File: src/inc/frcd_regs.svh
// opcodes, bit positions and reset values of the flash command decoder
// assumes inclusion by the decoder only
// Notes on behaviour
// - Opcode 71 takes a register address of three or four bytes by the address length, then one data byte.
// - The clear-failure command resets the erase failure flag bit 5 and program failure flag bit 6.
// - The clear-failure command is one byte, opcode 30 or 82, and a config input can disable it.
// - Opcode B7 sets the address length bit so later opcode 71 commands use four address bytes.
// - Opcode B8 clears the address length bit so later opcode 71 commands use three address bytes.
// - Opcode 41 returns the volatile learning pattern with no address.
// - Opcode 43 plus one byte stores the nonvolatile learning pattern after write enable.
// - Opcode 4A plus one byte stores only the volatile learning pattern after write enable.
// - Opcode 15 plus a stream of bytes loads the boot pattern register after write enable.
// - Opcode 19 with three or 18 with four address bytes returns that unit's ecc status.
// - Opcode 1B clears ecc status bits 4 and 3 and pulses the ecc_clear output for one clk.
// - Opcode 5B starts an integrity check over the host supplied range.
// - Opcode 06 sets the write enable latch that write type commands need.
`ifndef FRCD_REGS_SVH
`define FRCD_REGS_SVH
`define FRCD_OP_WREN       8'h06
`define FRCD_OP_REGWR      8'h71
`define FRCD_OP_CLRFAIL_A  8'h30
`define FRCD_OP_CLRFAIL_B  8'h82
`define FRCD_OP_WIDE_ON    8'hb7
`define FRCD_OP_WIDE_OFF   8'hb8
`define FRCD_OP_DLP_RD     8'h41
`define FRCD_OP_DLP_PGM    8'h43
`define FRCD_OP_DLP_WR     8'h4a
`define FRCD_OP_BOOT_WR    8'h15
`define FRCD_OP_ECC_RD3    8'h19
`define FRCD_OP_ECC_RD4    8'h18
`define FRCD_OP_ECC_CLR    8'h1b
`define FRCD_OP_CRC        8'h5b
`define FRCD_STS1_EFAIL    5
`define FRCD_STS1_PFAIL    6
`define FRCD_CFG2_WIDE     7
`define FRCD_ECC_TWO_BIT   4
`define FRCD_ECC_ONE_BIT   3
`define FRCD_CRC_BYTES     4'h8
`define FRCD_CRC_HALF      4'h4
`define FRCD_RST_DLP       8'h00
`define FRCD_RST_BOOT      32'h0000_0000
`endif

File: src/inc/frcd_pkg.sv
// types of the flash command decoder
// assumes frcd_regs.svh on the include path
package frcd_pkg;
	typedef enum logic [1:0] {
		ph_idle   = 2'b00,
		ph_cmd    = 2'b01,
		ph_ignore = 2'b10
	} frcd_phase_type;

	typedef struct packed {
		logic           cs_s1, cs_s2, cs_d;
		logic           sclk_s1, sclk_s2, sclk_d;
		logic           mosi_s1, mosi_s2;
		frcd_phase_type phase;
		logic [2:0]     bitcnt;
		logic [3:0]     bytecnt;
		logic [7:0]     shreg, opcode, data, txsh;
		logic [31:0]    addr, crc_lo, boot_sh, boot;
		logic           done, tx_on, miso, miso_en_n;
		logic           wel, efail, pfail, wide, ecc2, ecc1;
		logic [7:0]     dlp_v, dlp_nv;
		logic           ecc_clr, regwr_valid, eccrd_req, ecc_pend, crc_start;
	} frcd_state_type;
endpackage : frcd_pkg

File: src/rtl/frcd_decoder.sv
// command decoder for register, learning pattern, boot, ecc and crc commands of a serial flash
// assumes spi mode 0 pins from the host, far slower than clk; flag set inputs are on clk
`timescale 1ns/1ps
`include "frcd_regs.svh"
module frcd_decoder (
	input  wire logic        clk,
	input  wire logic        rst,
	input  wire logic        cs_n,
	input  wire logic        sclk,
	input  wire logic        mosi,
	output logic             miso,
	output logic             miso_en_n,
	input  wire logic        clrfail_disable,
	input  wire logic        erase_fail_set,
	input  wire logic        pgm_fail_set,
	input  wire logic        ecc_two_set,
	input  wire logic        ecc_one_set,
	input  wire logic [7:0]  ecc_rd_status,
	output logic [7:0]       status_one,
	output logic [7:0]       config_two,
	output logic [7:0]       ecc_status,
	output logic             ecc_clear,
	output logic             write_enable,
	output logic [7:0]       dlp_volatile,
	output logic [7:0]       dlp_nonvolatile,
	output logic [31:0]      boot_pattern,
	output logic             regwr_valid,
	output logic [31:0]      regwr_addr,
	output logic [7:0]       regwr_data,
	output logic             eccrd_req,
	output logic [31:0]      eccrd_addr,
	output logic             crc_start,
	output logic [31:0]      crc_start_addr,
	output logic [31:0]      crc_end_addr
);
	import frcd_pkg::*;

	frcd_state_type s_reg, s_next;

	// ----------------------------------------
	// decode helpers
	// ----------------------------------------
	function automatic logic frcd_known(input logic [7:0] op);
		case (op)
			`FRCD_OP_WREN, `FRCD_OP_REGWR, `FRCD_OP_CLRFAIL_A, `FRCD_OP_CLRFAIL_B,
			`FRCD_OP_WIDE_ON, `FRCD_OP_WIDE_OFF, `FRCD_OP_DLP_RD, `FRCD_OP_DLP_PGM,
			`FRCD_OP_DLP_WR, `FRCD_OP_BOOT_WR, `FRCD_OP_ECC_RD3, `FRCD_OP_ECC_RD4,
			`FRCD_OP_ECC_CLR, `FRCD_OP_CRC: frcd_known = 1'b1;
			default: frcd_known = 1'b0;
		endcase
	endfunction : frcd_known

	// address bytes that follow the opcode
	function automatic logic [3:0] frcd_addr_bytes(input logic [7:0] op, input logic wide);
		case (op)
			`FRCD_OP_REGWR:   frcd_addr_bytes = wide ? 4'h4 : 4'h3;
			`FRCD_OP_ECC_RD3: frcd_addr_bytes = 4'h3;
			`FRCD_OP_ECC_RD4: frcd_addr_bytes = 4'h4;
			`FRCD_OP_CRC:     frcd_addr_bytes = `FRCD_CRC_BYTES;
			default:          frcd_addr_bytes = 4'h0;
		endcase
	endfunction : frcd_addr_bytes

	logic       cs_rise;
	logic       cs_fall;
	logic       sclk_rise;
	logic       sclk_fall;
	logic [7:0] rx_byte;
	logic [3:0] need;
	logic       clr_fail;
	logic       clr_ecc;

	// ----------------------------------------
	// next state
	// ----------------------------------------
	always_comb begin
		s_next = s_reg;
		cs_rise = s_reg.cs_s2 && !s_reg.cs_d;
		cs_fall = !s_reg.cs_s2 && s_reg.cs_d;
		sclk_rise = s_reg.sclk_s2 && !s_reg.sclk_d;
		sclk_fall = !s_reg.sclk_s2 && s_reg.sclk_d;
		rx_byte = {s_reg.shreg[6:0], s_reg.mosi_s2};
		need = frcd_addr_bytes(s_reg.opcode, s_reg.wide);
		clr_fail = 1'b0;
		clr_ecc = 1'b0;
		s_next.cs_s1 = cs_n;
		s_next.cs_s2 = s_reg.cs_s1;
		s_next.cs_d = s_reg.cs_s2;
		s_next.sclk_s1 = sclk;
		s_next.sclk_s2 = s_reg.sclk_s1;
		s_next.sclk_d = s_reg.sclk_s2;
		s_next.mosi_s1 = mosi;
		s_next.mosi_s2 = s_reg.mosi_s1;
		s_next.ecc_clr = 1'b0;
		s_next.regwr_valid = 1'b0;
		s_next.eccrd_req = 1'b0;
		s_next.ecc_pend = 1'b0;
		s_next.crc_start = 1'b0;
		// status is taken in the clk in which the eccrd_req pulse is high
		if (s_reg.ecc_pend) begin
			s_next.txsh = ecc_rd_status;
		end
		if (cs_fall) begin
			s_next.phase = ph_cmd;
			s_next.bitcnt = 3'h0;
			s_next.bytecnt = 4'h0;
			s_next.done = 1'b0;
			s_next.tx_on = 1'b0;
		end else if (cs_rise) begin
			s_next.phase = ph_idle;
			s_next.tx_on = 1'b0;
			s_next.miso_en_n = 1'b1;
			// commands act only when their last byte came in before deselect
			if (s_reg.phase == ph_cmd && s_reg.done) begin
				case (s_reg.opcode)
					`FRCD_OP_WREN: s_next.wel = 1'b1;
					`FRCD_OP_CLRFAIL_A, `FRCD_OP_CLRFAIL_B: clr_fail = !clrfail_disable;
					`FRCD_OP_WIDE_ON: s_next.wide = 1'b1;
					`FRCD_OP_WIDE_OFF: s_next.wide = 1'b0;
					`FRCD_OP_ECC_CLR: begin
						clr_ecc = 1'b1;
						s_next.ecc_clr = 1'b1;
					end
					`FRCD_OP_CRC: s_next.crc_start = 1'b1;
					`FRCD_OP_REGWR: begin
						s_next.regwr_valid = s_reg.wel;
						s_next.wel = 1'b0;
					end
					`FRCD_OP_DLP_PGM: begin
						if (s_reg.wel) begin
							s_next.dlp_nv = s_reg.data;
						end
						s_next.wel = 1'b0;
					end
					`FRCD_OP_DLP_WR: begin
						if (s_reg.wel) begin
							s_next.dlp_v = s_reg.data;
						end
						s_next.wel = 1'b0;
					end
					`FRCD_OP_BOOT_WR: begin
						if (s_reg.wel) begin
							s_next.boot = s_reg.boot_sh;
						end
						s_next.wel = 1'b0;
					end
					default: s_next.wel = s_reg.wel;
				endcase
			end
		end else if (!s_reg.cs_s2) begin
			if (sclk_rise && s_reg.phase == ph_cmd) begin
				s_next.shreg = rx_byte;
				s_next.bitcnt = s_reg.bitcnt + 3'h1;
				if (s_reg.bitcnt == 3'h7) begin
					if (s_reg.bytecnt != 4'hf) begin
						s_next.bytecnt = s_reg.bytecnt + 4'h1;
					end
					if (s_reg.bytecnt == 4'h0) begin
						s_next.opcode = rx_byte;
						if (!frcd_known(rx_byte)) begin
							s_next.phase = ph_ignore;
						end
						if (frcd_addr_bytes(rx_byte, s_reg.wide) == 4'h0 && rx_byte != `FRCD_OP_DLP_PGM
							&& rx_byte != `FRCD_OP_DLP_WR && rx_byte != `FRCD_OP_BOOT_WR) begin
							s_next.done = 1'b1;
						end
						if (rx_byte == `FRCD_OP_DLP_RD) begin
							s_next.txsh = s_reg.dlp_v;
							s_next.tx_on = 1'b1;
						end
					end else begin
						s_next.data = rx_byte;
						s_next.boot_sh = {s_reg.boot_sh[23:0], rx_byte};
						if (s_reg.bytecnt <= need) begin
							s_next.addr = {s_reg.addr[23:0], rx_byte};
						end
						if (s_reg.opcode == `FRCD_OP_CRC && s_reg.bytecnt == `FRCD_CRC_HALF) begin
							s_next.crc_lo = {s_reg.addr[23:0], rx_byte};
						end
						case (s_reg.opcode)
							`FRCD_OP_REGWR: s_next.done = s_reg.done || s_reg.bytecnt == need + 4'h1;
							`FRCD_OP_CRC: s_next.done = s_reg.done || s_reg.bytecnt == need;
							`FRCD_OP_ECC_RD3, `FRCD_OP_ECC_RD4: begin
								if (s_reg.bytecnt == need) begin
									s_next.eccrd_req = 1'b1;
									s_next.ecc_pend = 1'b1;
									s_next.tx_on = 1'b1;
									s_next.done = 1'b1;
								end
							end
							`FRCD_OP_DLP_PGM, `FRCD_OP_DLP_WR: s_next.done = s_reg.done || s_reg.bytecnt == 4'h1;
							`FRCD_OP_BOOT_WR: s_next.done = 1'b1;
							default: s_next.done = s_reg.done;
						endcase
					end
				end
			end
			// output changes on the falling edge; the byte repeats while clocked
			if (sclk_fall && s_reg.tx_on) begin
				s_next.miso = s_reg.txsh[7];
				s_next.txsh = {s_reg.txsh[6:0], s_reg.txsh[7]};
				s_next.miso_en_n = 1'b0;
			end
		end
		// a hardware set in the clearing cycle wins
		s_next.efail = (s_reg.efail && !clr_fail) || erase_fail_set;
		s_next.pfail = (s_reg.pfail && !clr_fail) || pgm_fail_set;
		s_next.ecc2 = (s_reg.ecc2 && !clr_ecc) || ecc_two_set;
		s_next.ecc1 = (s_reg.ecc1 && !clr_ecc) || ecc_one_set;
	end

	always_ff @(posedge clk) begin
		if (rst) begin
			s_reg <= '0;
			s_reg.cs_s1 <= 1'b1;
			s_reg.cs_s2 <= 1'b1;
			s_reg.cs_d <= 1'b1;
			s_reg.miso_en_n <= 1'b1;
			s_reg.dlp_v <= `FRCD_RST_DLP;
			s_reg.dlp_nv <= `FRCD_RST_DLP;
			s_reg.boot <= `FRCD_RST_BOOT;
		end else begin
			s_reg <= s_next;
		end
	end

	// ----------------------------------------
	// outputs
	// ----------------------------------------
	always_comb begin
		miso = s_reg.miso;
		miso_en_n = s_reg.miso_en_n;
		status_one = 8'h00;
		status_one[`FRCD_STS1_EFAIL] = s_reg.efail;
		status_one[`FRCD_STS1_PFAIL] = s_reg.pfail;
		status_one[0] = s_reg.wel;
		config_two = 8'h00;
		config_two[`FRCD_CFG2_WIDE] = s_reg.wide;
		ecc_status = 8'h00;
		ecc_status[`FRCD_ECC_TWO_BIT] = s_reg.ecc2;
		ecc_status[`FRCD_ECC_ONE_BIT] = s_reg.ecc1;
		ecc_clear = s_reg.ecc_clr;
		write_enable = s_reg.wel;
		dlp_volatile = s_reg.dlp_v;
		dlp_nonvolatile = s_reg.dlp_nv;
		boot_pattern = s_reg.boot;
		regwr_valid = s_reg.regwr_valid;
		regwr_addr = s_reg.addr;
		regwr_data = s_reg.data;
		eccrd_req = s_reg.eccrd_req;
		eccrd_addr = s_reg.addr;
		crc_start = s_reg.crc_start;
		crc_start_addr = s_reg.crc_lo;
		crc_end_addr = s_reg.addr;
	end
endmodule : frcd_decoder

File: config.mk
export PLATFORM = sky130hd
export DESIGN_NAME = frcd_decoder
export DESIGN_NICKNAME = d
export VERILOG_FILES = /design/src/inc/frcd_pkg.sv /design/src/rtl/frcd_decoder.sv
export VERILOG_INCLUDE_DIRS = /design/src /design/src/inc
export SDC_FILE = /design/constraint.sdc
export NUM_CORES = 1
export LEC_CHECK = 0
export ABC_AREA = 1
export BUFFER_PORTS_ARGS = -buffer_cell sky130_fd_sc_hd__buf_2
export CAP_MARGIN = 20
export CORE_MARGIN = 1
export CORE_UTILIZATION = 54
export DETAILED_ROUTE_END_ITERATION = 6
export GPL_ROUTABILITY_DRIVEN = 0
export GPL_TIMING_DRIVEN = 1
export PLACE_DENSITY = 0.81
export SETUP_SLACK_MARGIN = 0.3
export SLEW_MARGIN = 0
export SYNTH_ARGS = -nofsm -noshare
export SYNTH_HDL_FRONTEND = slang
export SYNTH_SLANG_ARGS = --single-unit
File: constraint.sdc
create_clock -name clk -period 2.8 [get_ports clk]
set_clock_uncertainty 0.2 [all_clocks]
set_input_delay 0.28 -clock clk [delete_from_list [all_inputs] [get_ports clk]]
set_output_delay 0.28 -clock clk [all_outputs]
set_load 0.01 [all_outputs]
---- Word level (Yosys, flattened, before mapping) ----
Cells that the tools add are included.
Widths: inputs -> output; s select.
storage, ports and cells
  output and inout port bits .............. 215
  register bits after elaboration ......... 208
  input bits .............................. 18
  word-level logic and storage cells ...... 224
cells by class
  equal/unequal tests ..................... 43
  mux-type cells .......................... 62
  magnitude comparators ................... 1
  bitwise gates (word level) .............. 10
  add/sub/neg operators ................... 3
  reduce and logical (&&, ||, !) cells .... 68
operators with widths
  kind                number
  $mux 136            3
  $mux 32             6
  $mux 135            1
  $mux 120            1
  $mux 96             1
  $eq 8x7->1 const B  9
  $eq 8x5->1 const B  8
  $mux 8              7
  $eq 8x8->1 const B  6
  $mux 4              8
  $pmux 4 s4          2
  $reduce_and 5->1    6
  $mux 1              26
  $reduce_and 7->1    3
  $reduce_and 6->1    3
  $eq 8x3->1 const B  2
  $eq 8x6->1 const B  2
  $ne 8x7->1 const B  2
  $reduce_and 4->1    4
  $logic_and 1x1->1   15
  $reduce_or 14->1    1
  $not 1->1           10
  $reduce_bool 2->1   5
  $reduce_bool 3->1   3
  27 further kinds    53

---- Longest topological paths before layout ----
  word-level depth ........................ 17
  gate-level depth with buffers ........... 17
  depth with buffers taken out ............ 16

---- Worst setup path before layout ----
OpenSTA, ideal clock, no wires.
  path type ............................... reg2reg
  start ................................... register s_reg[181] (netlist name)
  end ..................................... register s_reg (netlist bit crc_end_addr[24])
  clock period less this slack ............ 2.345 ns
  setup slack ............................. 0.455 ns
  setup time .............................. 0.116 ns
  data required time ...................... 2.484 ns
  cell stages (with the launch flop) ...... 15
  arrival ................................. 2.029 ns
  cell sequence ........................... dfxtp_1 nand2_1 nor2_1 nand2_1 o21ai_0 inv_1 ha_1 nand2_1 nor2_1 a21oi_1 nor2_4 inv_2 buf_2 nor2_1 nor2_1
on the way
  cells in the longest elaborated chain, start to end .. 4
  elaborated cells between the ends (all ways) .. 7
RTL lines
  item                                             RTL line             RTL
  start, declared                                  frcd_decoder.sv:38   frcd_state_type s_reg, s_next;
  start signal, assigned                           frcd_decoder.sv:223  s_reg <= s_next;
  $eq 8x7->1 / $eq 8x5->1 (equally long branches)  frcd_decoder.sv:55   case (op)
  $pmux 4 s4 *                                     frcd_decoder.sv:55
  $le 4x4->1 *                                     frcd_decoder.sv:174  if (s_reg.bytecnt <= need) begin
  $reduce_and 7->1 (no source line) *              -
Every way passes the cells marked *; elsewhere a longest branch is shown, timed or not.
A chain may end at the register's enable or synchronous reset.

---- Worst setup path in the final report ----
  start ................................... register s_reg[182] (netlist name)
  end ..................................... register s_reg (netlist bit crc_end_addr[4])
Same word-level chain as after synthesis.

==> impl_metrics.json <==
{
  "clock_sinks": 198,
  "reg2reg_from": "s_reg[182]$_SDFFE_PP0P_",
  "whs_endpoint": "s_reg[162]$_SDFF_PP0_",
  "ff2ff_setup_slack_ns": 0.34,
  "clock_path_buffers": 2,
  "start_util_pct": 55.97,
  "cp-start-kind": "register",
  "crit_arrival_ns": 2.62,
  "clockRootBuffer": "clkbuf_16",
  "busiest_layer": "met2",
  "synth.top_cell.area_share_pct": 42.26,
  "rows": 47,
  "cts_tree": "built",
  "synth_edf_count": 0,
  "die-area_um2": 17900,
  "critPathRequiredTime_ns": 2.96,
  "fin_nets": 1281,
  "grt_pass1_vias": 6443,
  "drive_gt1_share_pct": 28.72,
  "numCtsBuffers": 17,
  "worst-slew-pin-transition_ns": 0.5861,
  "fin_crit_ns": 2.464,
  "coreArea_um2": 16760,
  "cpMaxStageDelayCell": "dfxtp_4",
  "crit_path_frequent_cell": "nor2_4",
  "gr-usage-met3_pct": 3.553,
  "drc": 0,
  "grt_use_met2_pct": 36.10,
  "synth_most_common_cell": "nor2_1",
  "worstPathCellList": "inv_2, nand2_4, nor2_4, nand3_1, nand2_2, inv_2, ha_4, inv_1, nor2_4, o21bai_4, a21oi_2, nor2_4, buf_12, buf_6, a211oi_2",
  "ios": 233,
  "rsz0062_at_grt": "no",
  "drtAntennaViolNets": 0,
  "cp_slowest_stage_delay_ns": 0.37,
  "max_freq_mhz": 405.8,
  "fillers": 1472,
  "min_path_type": "in -> reg",
  "ir_drop_uv": 465.3,
  "grt_overflow": 0,
  "wl_per_cell_um": 14.09,
  "powerDensity_nw_per_um2": 531.6,
  "netlist_instances": 1222,
  "final-hold-violation-count": 0,
  "antenna_found_initial": 0,
  "track_usage_pct": 22.75,
  "yosysTopAreaCell": "dfxtp_1",
  "r2r_end": "crc_end_addr[4]$_SDFFE_PP0P_",
  "yosys-top-cells-count": "nor2_1 (251), buf_4 (212), dfxtp_1 (198)",
  "grt_max_degree": 87,
  "crit_path_end_kind": "register",
  "crit_path_max_fanout": 7,
  "total_power_mw": 5.406,
  "wirelength_um": 20910,
  "worstSetupPathType": "reg -> reg",
  "worstHoldPathCells": 5,
  "largest_reg_flops": 54,
  "leakagePower_nw": 4.768,
  "ys.flop_type": "dfxtp_1",
  "grt_pass1_wl_um": 32440,
  "drv_cap": 0,
  "ys_ff_latch": 198,
  "num_vias": 7522,
  "io_buffer_count": 214,
  "dr.pass1.iters": 5,
  "utilization_pct": 60.68,
  "hpwl_um": 13960,
  "slew_violations": 0,
  "yosysSeqAreaShare_pct": 42.26,
  "syn_area_um2": 9380,
  "reg2reg_depth": 15,
  "worstSkewPairLatency_ns": 0.44,
  "drt_iter0_drc": 555,
  "use_met1_pct": 31.38,
  "synthArstFlopShare_pct": 0,
  "synthesis.area_per_instance_um2": 7.676,
  "yosys_warnings": 0,
  "critical_path_buf_inv_count": 5,
  "die_w_um": 133.8,
  "n_antenna_cell": 0,
  "status": "finished clean",
  "tns_ns": 0,
  "synthTopCellsByArea": "dfxtp_1 (42%), buf_4 (17%), nor2_1 (10%), o21ai_0 (9.5%), a21oi_1 (4.5%)",
  "vias_per_cell": 5.069,
  "slew_headroom_pct": 60.93,
  "htree_levels": 4,
  "fin_crit_sh_pct": 88.01,
  "synthDistinctLibCells": 33,
  "path_delay_family": "simple AND/OR/NAND/NOR gates",
  "hold_path_startpoint": "ecc_rd_status[3]",
  "die_height_um": 133.8,
  "clkSlewWorstSetupHoldPaths_ns": 0.07,
  "syn2layout_area_growth_pct": 8.417,
  "setup_viol": 0
}
==> worst max path at each step <==
stage,startpoint,end,slack [ns],cells past startpoint
6_report,s_reg[182]$_SDFFE_PP0P_,crc_end_addr[4]$_SDFFE_PP0P_,0.34,15
3_5_place_dp,s_reg[176]$_SDFFE_PP0P_,crc_end_addr[6]$_SDFFE_PP0P_,-0.02,14
5_1_grt,s_reg[176]$_SDFFE_PP0P_,crc_end_addr[4]$_SDFFE_PP0P_,0.20,15
2_1_floorplan,s_reg[181]$_SDFFE_PP0P_,crc_end_addr[24]$_SDFFE_PP0P_,0.45,14
4_1_cts,s_reg[179]$_SDFFE_PP0P_,crc_end_addr[21]$_SDFFE_PP0P_,0.31,17
3_3_place_gp,s_reg[181]$_SDFFE_PP0P_,crc_end_addr[23]$_SDFFE_PP0P_,0.17,13
==> what timing repair did <==
action,CTS,global route
resized for setup,27,73
endpoints found under the setup margin,33,72
hold endpoints to repair,8,0
pin swaps,4,11
hold buffers,9,0
setup buffers,5,3
cloned,2,2
==> where the power goes <==
| part | total [mW] | switching, mW | leakage (nW) | internal [mW] |
|---|---|---|---|---|
| sequential | 2.83 | 0.00657 | 1.60 | 2.82 |
| clock | 2.45 | 1.18 | 0.281 | 1.27 |
| combinational | 0.134 | 0.0886 | 2.89 | 0.0455 |
| total | 5.41 | 1.27 | 4.77 | 4.13 |
==> layout by cell type, fill, tap and decap left out, types with 16 or more instances in the layout <==
cell type,n
o21ai_1,16
a21oi_1,83
nand2_1,74
o21ai_0,155
nand3_1,22
inv_1,64
clkbuf_16,17
a211oi_2,16
nor2_1,239
buf_4,16
buf_2,214
conb_1,18
dfxtp_1,190
==> area by class of cell <==
cell class / instances / area [um2] / area share [%]
Sequential cell: 198 / 3981 / 39.15
Tap cell: 220 / 275.3 / 2.707
Clock buffer: 17 / 425.4 / 4.183
Timing Repair Buffer: 249 / 1429 / 14.05
Timing Repair inverter: 2 / 10.01 / 0.09842
Inverter: 80 / 316.6 / 3.113
Clock inverter: 15 / 166.4 / 1.636
Multi-Input combinational cell: 703 / 3566 / 35.06
==> stage by stage <==
step	cells	area [um2]	worst slack, ns	hold WS (ns)
2_1_floorplan	1239	9444	0.4550	0.1838
3_3_place_gp	1431	9144	0.1651	0.1918
3_5_place_dp	1431	9144	-0.01668	0.1980
4_1_cts	1479	9952	0.3089	0.008799
5_1_grt	1484	10170	0.2000	0.05044
6_report	1484	10170	0.3357	0.02967
==> metal layers <==
layer	wire, um	share of wire (%)
met5	0	0
met1	9547	46
met3	1360	6.5
met4	294	1.4
met2	9708	46
==> cells by family (layout without fill, tap and decap cells) <==
family / count (synthesis) / count (layout) / share of synthesized area, %
adders and majority gates: 12 / 12 / 1.601
buffers and inverters: 338 / 363 / 22.32
DFF: 198 / 198 / 42.26
other: 1 / 18 / 0.03998
and+or+nand+nor: 386 / 386 / 16.97
xor gates and xnor gates: 1 / 1 / 0.09339
AOI/OAI and AO/OA: 286 / 286 / 16.73
==> worst min-delay path, delay by kind of cell <==
| family | cells | cell delay, ns |
|---|---|---|
| buffers and inverters | 1 | 0.07 |
| AND/OR/NAND/NOR | 1 | 0.04 |
| AO/OA/AOI/OAI | 3 | 0.23 |
Power figures use the tool's default switching activity.
